==> src/verilog/rtcts_pkg.sv <==
package rtcts_pkg;
  // ----------------------------------------
  // Register map
  // ----------------------------------------
  localparam int ADDR_W = 8;
  localparam int DATA_W = 8;
  localparam int SEC_W = 7;
  localparam logic [7:0] ADDR_EVENT_COUNT = 8'h14;
  localparam logic [7:0] ADDR_CAPT_SECONDS = 8'h15;
  // ----------------------------------------
  // Reset and fixed values
  // ----------------------------------------
  localparam logic [7:0] TALLY_RST = 8'h00;
  localparam logic [7:0] TALLY_MAX = 8'hFF;
  localparam logic [7:0] TALLY_STEP = 8'h01;
  localparam logic [6:0] SEC_RST = 7'h00;
  localparam logic [7:0] READ_IDLE = 8'h00;
  localparam logic SEC_PAD_BIT = 1'b0;
  // ----------------------------------------
  // Source selection
  // ----------------------------------------
  localparam logic SRC_EVENT_PIN = 1'b0;
  localparam logic SRC_BACKUP = 1'b1;
endpackage

==> src/verilog/rtcts_core.sv <==
`timescale 1ns/100ps
// How it works
// - Count selected events in plain binary
// - Eight-bit tally spanning zero to 255
// - Both registers ignore host writes
// - Copy running BCD seconds on event
// - Seconds 00..59, bit seven reads zero
// - Source select picks pin or backup
// - Events ignored while enable is clear; reset strobe still clears
// - Overwrite picks first or latest capture
// - Reset strobe clears tally and seconds
module rtcts_core (
  input wire logic core_clk,
  input wire logic rstn,
  input wire logic event_input,
  input wire logic backup_switch_pulse,
  input wire logic [rtcts_pkg::SEC_W-1:0] seconds_bcd,
  input wire logic timestamp_enable,
  input wire logic timestamp_overwrite,
  input wire logic timestamp_source_select,
  input wire logic timestamp_reset,
  input wire logic [rtcts_pkg::ADDR_W-1:0] reg_addr,
  input wire logic reg_wr,
  input wire logic [rtcts_pkg::DATA_W-1:0] reg_wdata,
  input wire logic reg_rd,
  output logic [rtcts_pkg::DATA_W-1:0] reg_rdata,
  output logic [rtcts_pkg::DATA_W-1:0] event_tally,
  output logic [rtcts_pkg::DATA_W-1:0] captured_seconds_value,
  output logic capture_pulse
);
  // ----------------------------------------
  // State
  // ----------------------------------------
  typedef struct packed {
    logic [7:0] tally;
    logic [6:0] seconds;
    logic held;
    logic [7:0] rdata;
    logic capt;
  } rtcts_state_t;

  rtcts_state_t st_r;
  rtcts_state_t st_nxt;
  logic pin_event;
  logic qual_event;
  logic [7:0] base_tally;
  logic [6:0] base_seconds;
  logic base_held;
  logic unused_wr;

  // ----------------------------------------
  // Read decode
  // ----------------------------------------
  function automatic logic [7:0] read_mux(input logic [7:0] addr, input logic [7:0] tally,
                                          input logic [6:0] secs);
    logic [7:0] val;
    val = rtcts_pkg::READ_IDLE;
    if (addr == rtcts_pkg::ADDR_EVENT_COUNT) begin
      val = tally;
    end else if (addr == rtcts_pkg::ADDR_CAPT_SECONDS) begin
      val = {rtcts_pkg::SEC_PAD_BIT, secs};
    end
    return val;
  endfunction

  // ----------------------------------------
  // Event source
  // ----------------------------------------
  rtcts_sync_edge #(
    .FALLING(1'b0)
  ) u_pin_sync (
    .core_clk(core_clk),
    .rstn(rstn),
    .pin_in(event_input),
    .edge_pulse(pin_event)
  );

  always_comb begin
    qual_event = 1'b0;
    if (timestamp_enable) begin
      qual_event = (timestamp_source_select == rtcts_pkg::SRC_BACKUP) ?
                   backup_switch_pulse : pin_event;
    end
  end

  // Host writes land on read-only registers and are dropped
  assign unused_wr = reg_wr & (|reg_wdata);

  // ----------------------------------------
  // Next state
  // ----------------------------------------
  always_comb begin
    st_nxt = st_r;
    base_tally = timestamp_reset ? rtcts_pkg::TALLY_RST : st_r.tally;
    base_seconds = timestamp_reset ? rtcts_pkg::SEC_RST : st_r.seconds;
    base_held = timestamp_reset ? 1'b0 : st_r.held;
    st_nxt.tally = base_tally;
    st_nxt.seconds = base_seconds;
    st_nxt.held = base_held;
    st_nxt.capt = 1'b0;
    if (qual_event) begin
      st_nxt.tally = 8'(base_tally + rtcts_pkg::TALLY_STEP);
      if (timestamp_overwrite || !base_held) begin
        st_nxt.seconds = seconds_bcd;
        st_nxt.held = 1'b1;
        st_nxt.capt = 1'b1;
      end
    end
    if (reg_rd) begin
      st_nxt.rdata = read_mux(reg_addr, st_r.tally, st_r.seconds);
    end
  end

  always_ff @(posedge core_clk or negedge rstn) begin
    if (!rstn) begin
      st_r.tally <= rtcts_pkg::TALLY_RST;
      st_r.seconds <= rtcts_pkg::SEC_RST;
      st_r.held <= 1'b0;
      st_r.rdata <= rtcts_pkg::READ_IDLE;
      st_r.capt <= 1'b0;
    end else begin
      st_r <= st_nxt;
    end
  end

  // ----------------------------------------
  // Outputs
  // ----------------------------------------
  assign reg_rdata = st_r.rdata;
  assign event_tally = st_r.tally;
  assign captured_seconds_value = {rtcts_pkg::SEC_PAD_BIT, st_r.seconds};
  assign capture_pulse = st_r.capt;
endmodule

==> src/verilog/rtcts_sync_edge.sv <==
`timescale 1ns/100ps
module rtcts_sync_edge #(
  parameter bit FALLING = 1'b0
) (
  input wire logic core_clk,
  input wire logic rstn,
  input wire logic pin_in,
  output logic edge_pulse
);
  // ----------------------------------------
  // State
  // ----------------------------------------
  typedef struct packed {
    logic s1;
    logic s2;
    logic s3;
    logic pulse;
  } rtcts_sync_t;

  rtcts_sync_t st_r;
  rtcts_sync_t st_nxt;

  always_comb begin
    st_nxt = st_r;
    st_nxt.s1 = pin_in;
    st_nxt.s2 = st_r.s1;
    st_nxt.s3 = st_r.s2;
    st_nxt.pulse = FALLING ? (st_r.s3 & ~st_r.s2) : (st_r.s2 & ~st_r.s3);
  end

  always_ff @(posedge core_clk or negedge rstn) begin
    if (!rstn) begin
      st_r <= '0;
    end else begin
      st_r <= st_nxt;
    end
  end

  assign edge_pulse = st_r.pulse;
endmodule
==> config.mk <==
export PLATFORM = sky130hd
export DESIGN_NAME = rtcts_core
export DESIGN_NICKNAME = d
export VERILOG_FILES = /design/src/verilog/rtcts_pkg.sv /design/src/verilog/rtcts_core.sv /design/src/verilog/rtcts_sync_edge.sv
export SDC_FILE = /design/constraint.sdc
export NUM_CORES = 1
export LEC_CHECK = 0
export BUFFER_PORTS_ARGS = -buffer_cell sky130_fd_sc_hd__buf_2
export CORE_MARGIN = 4
export CORE_UTILIZATION = 45
export CTS_CLUSTER_DIAMETER = 50
export DETAILED_ROUTE_END_ITERATION = 12
export PLACE_DENSITY = 0.75
export SLEW_MARGIN = 10
export SYNTH_ARGS = -nofsm -noshare
export SYNTH_HDL_FRONTEND = slang
export SYNTH_HIERARCHICAL = 1
export SYNTH_SLANG_ARGS = --single-unit
export TNS_END_PERCENT = 100
==> constraint.sdc <==
create_clock -name core_clk -period 1.7 [get_ports core_clk]
set_clock_uncertainty 0.2 [all_clocks]
set_input_delay 0.34 -clock core_clk [delete_from_list [all_inputs] [get_ports core_clk]]
set_output_delay 0.34 -clock core_clk [all_outputs]
set_load 0.005 [all_outputs]
==> qor.yml <==
wl_met2_mm: 1.34
grt_usage_pct: 15.0
slowest_delay_ps: 400
grt_max_degree: 30
synth_ff_type: "dfrtp_1"
holdCritPathClass: "in2reg"
antenna_cells: 0
status: "finished clean"
fmax_ghz: 0.616
port_buffers: 47
clock_sinks: 29
routabilityCongestion: 0.841
clock_path_buffers: 2
worst_pin_slew_ps: 617
met1_length_mm: 1.26
async_flop_share_pct: 100
first_pass_iters: 4
cts_setup_buffers: 0
hold-path-endpoint: "captured_seconds_value[1]"
synth.area.top_cells: "dfrtp_1, buf_4, mux2i_1"
synth-seq-area-share_pct: 50.0
ios: 58
cp_cell_sequence: "nor2b_2 -> ha_1 -> nand2_1 -> or4_1 -> a21oi_1"
worstPathRequired_ps: 1740
slew_viol_final: 0
grt-ovfl-total: 0
relSlewSlack_pct: 58.9
ff2ff_path_depth: 5
netlist_top_cells_count: "dfrtp_1, buf_4, inv_1"
first_iter_violations: 44
fin_tns_setup_ps: 0
fin_area_um2: 1680
antenna_found_initial: 0
postSynthCellCount: 134
total_power_uw: 1290
setup_viol: 0
wl_met3_um: 311
end_kind: "flop"
clk_pin_slew_ps: 80
avgSynthCellArea_um2: 10.8
ant_nets: 0
crit_slowest_cell: "or4_1"
critPathKind: "reg2reg"
r2r_end: "event_tally[6]"
grt_pass1_vias: 1055
drv_cap: 0
r2r_start: "event_tally[1]"
synth-seq-cells: 29
crit_path_start_kind: "flop"
synth-edff-count: 0
numCtsBuffers: 5
netlist_area_um2: 1450
fin_nets: 203
cts_tree: "yes"
die_w_um: 64.8
arrival_ps: 1660
period_share_pct: 95.4
min_from: "seconds_bcd[1]"
grt_pass1_wl_mm: 4.77
rrSetupSlack_ps: 80
synth.most_common_cell: "dfrtp_1"
remaining_drc_errors: 0
hold_path_depth: 2
ir_drop_mv: 0.471
coreArea_um2: 3080
syn-num-nets: 168
rows: 20
ys_types: 31
area_delta_synth_final_pct: 15.5
synth_top_cell_by_area: "dfrtp_1"
crit_fanout: 4
initial_core_util_pct: 47.2
final_layout_size_suffix_gt1_share_pct: 40.2
viasPerCell: 5.03
routed_wl_mm: 2.97
power_density_nw_per_um2: 771
htree_levels: 2
die_h_um: 64.8
root_buffer: "clkbuf_4"
hpwl_mm: 2.26
die-area_um2: 4200
vias: 1072
clk_latency_ps: 320
leakage_uw: 0.000847
period_minus_slack_ps: 1620
hold_ws_ps: 42.7
synth_top_area_share_pct: 50.0
placed_cell_area_um2: 1590
detail_route.wl_per_cell_um: 13.9
top_layer: "met4"
yosysWarnings: 6
hold_violations: 0
cell type report:
cell class / instances / area (um2)
Clock buffer: 7 / 55.1
Fill cell: 304 / 1400
Inverter: 14 / 52.6
Multi-Input combinational cell: 63 / 480
Sequential cell: 29 / 727
Tap cell: 44 / 55.1
Timing Repair Buffer: 56 / 308
registers in the layout, summed over array words and instances (netlist names):
signal,flops
u_pin_sync/st_r,1
st_r,1
event_tally,8
u_pin_sync/edge_pulse,1
reg_rdata,8
u_pin_sync/st_nxt,2
captured_seconds_value,7
capture_pulse,1
placed cells by master (no fill, tap or decap), types with 2 or more instances in the layout:
cell type | Yosys | final
inv_1 | 14 | 14
buf_4 | 24 | 7
nand2_1 | 4 | 4
buf_2 | 1 | 47
a21oi_1 | 4 | 4
dfrtp_1 | 29 | 28
nor2_1 | 3 | 3
nand3_1 | 2 | 2
mux2_2 | 2 | 2
mux2i_1 | 8 | 8
or4_1 | 4 | 4
o31ai_1 | 4 | 4
clkbuf_4 | 0 | 5
xnor2_1 | 2 | 2
a22o_1 | 7 | 7
dlygate4sd3_1 | 0 | 2
nor2b_4 | 1 | 2
o22ai_1 | 7 | 7
where the power goes:
group          leakage (uW)  internal (uW)  total [uW]  switching, uW
Clock             0.0000314            195         400            206
Sequential         0.000388            715         733           17.9
Combinational      0.000428           81.7         160           78.7
layer usage:
layer,vias to the layer above,GRT usage [%]
li1,511,-
met4,0,7.12
met3,6,6.93
met2,43,22.5
met1,512,18.3
met5,-,0
timing repair:
action,4_1_cts,5_1_grt
hold endpoints to repair,30,0
endpoints found under the setup margin,0,3
resized for setup,0,3
hold buffers,2,0
how the worst max path moves through the flow:
stage	start	to	slack [ps]	cells past startpoint
after floorplan	timestamp_reset	event_tally[4]	30	6
after global placement	timestamp_source_select	event_tally[7]	20	5
after detailed placement	timestamp_reset	event_tally[4]	-30	6
after CTS	event_tally[3]	event_tally[7]	40	3
after global routing	event_tally[1]	event_tally[6]	-8	5
final	event_tally[1]	event_tally[6]	80	5
cells by family after synthesis:
family | Yosys count | share of synthesized area, %
multiplexers | 10 | 7.06
AND/OR/NAND/NOR | 24 | 10.8
XOR/XNOR | 2 | 1.21
buffers and inverters | 42 | 17.7
flip-flops | 29 | 50.0
AO/OA/AOI/OAI | 25 | 12.2
adder cells (fa/ha/maj) | 1 | 0.861
other | 1 | 0.258
through the flow:
stage	utilization [%]	worst slack, ps	std cells
floorplan	-	29.5	134
global placement	51.8	18.7	204
detailed placement	51.8	-32.2	204
CTS	54.2	41.2	213
global route	54.5	-8.49	213
finish	54.5	77.4	213
worst max-delay path: cells and delay by family, from the launching register on:
| family | cells | cell delay [ps] |
|---|---|---|
| adder cells (fa/ha/maj) | 1 | 160 |
| flip-flops | 1 | 360 |
| AO/OA/AOI/OAI | 1 | 170 |
| AND/OR/NAND/NOR | 3 | 650 |
Power figures use the tool's default switching activity.
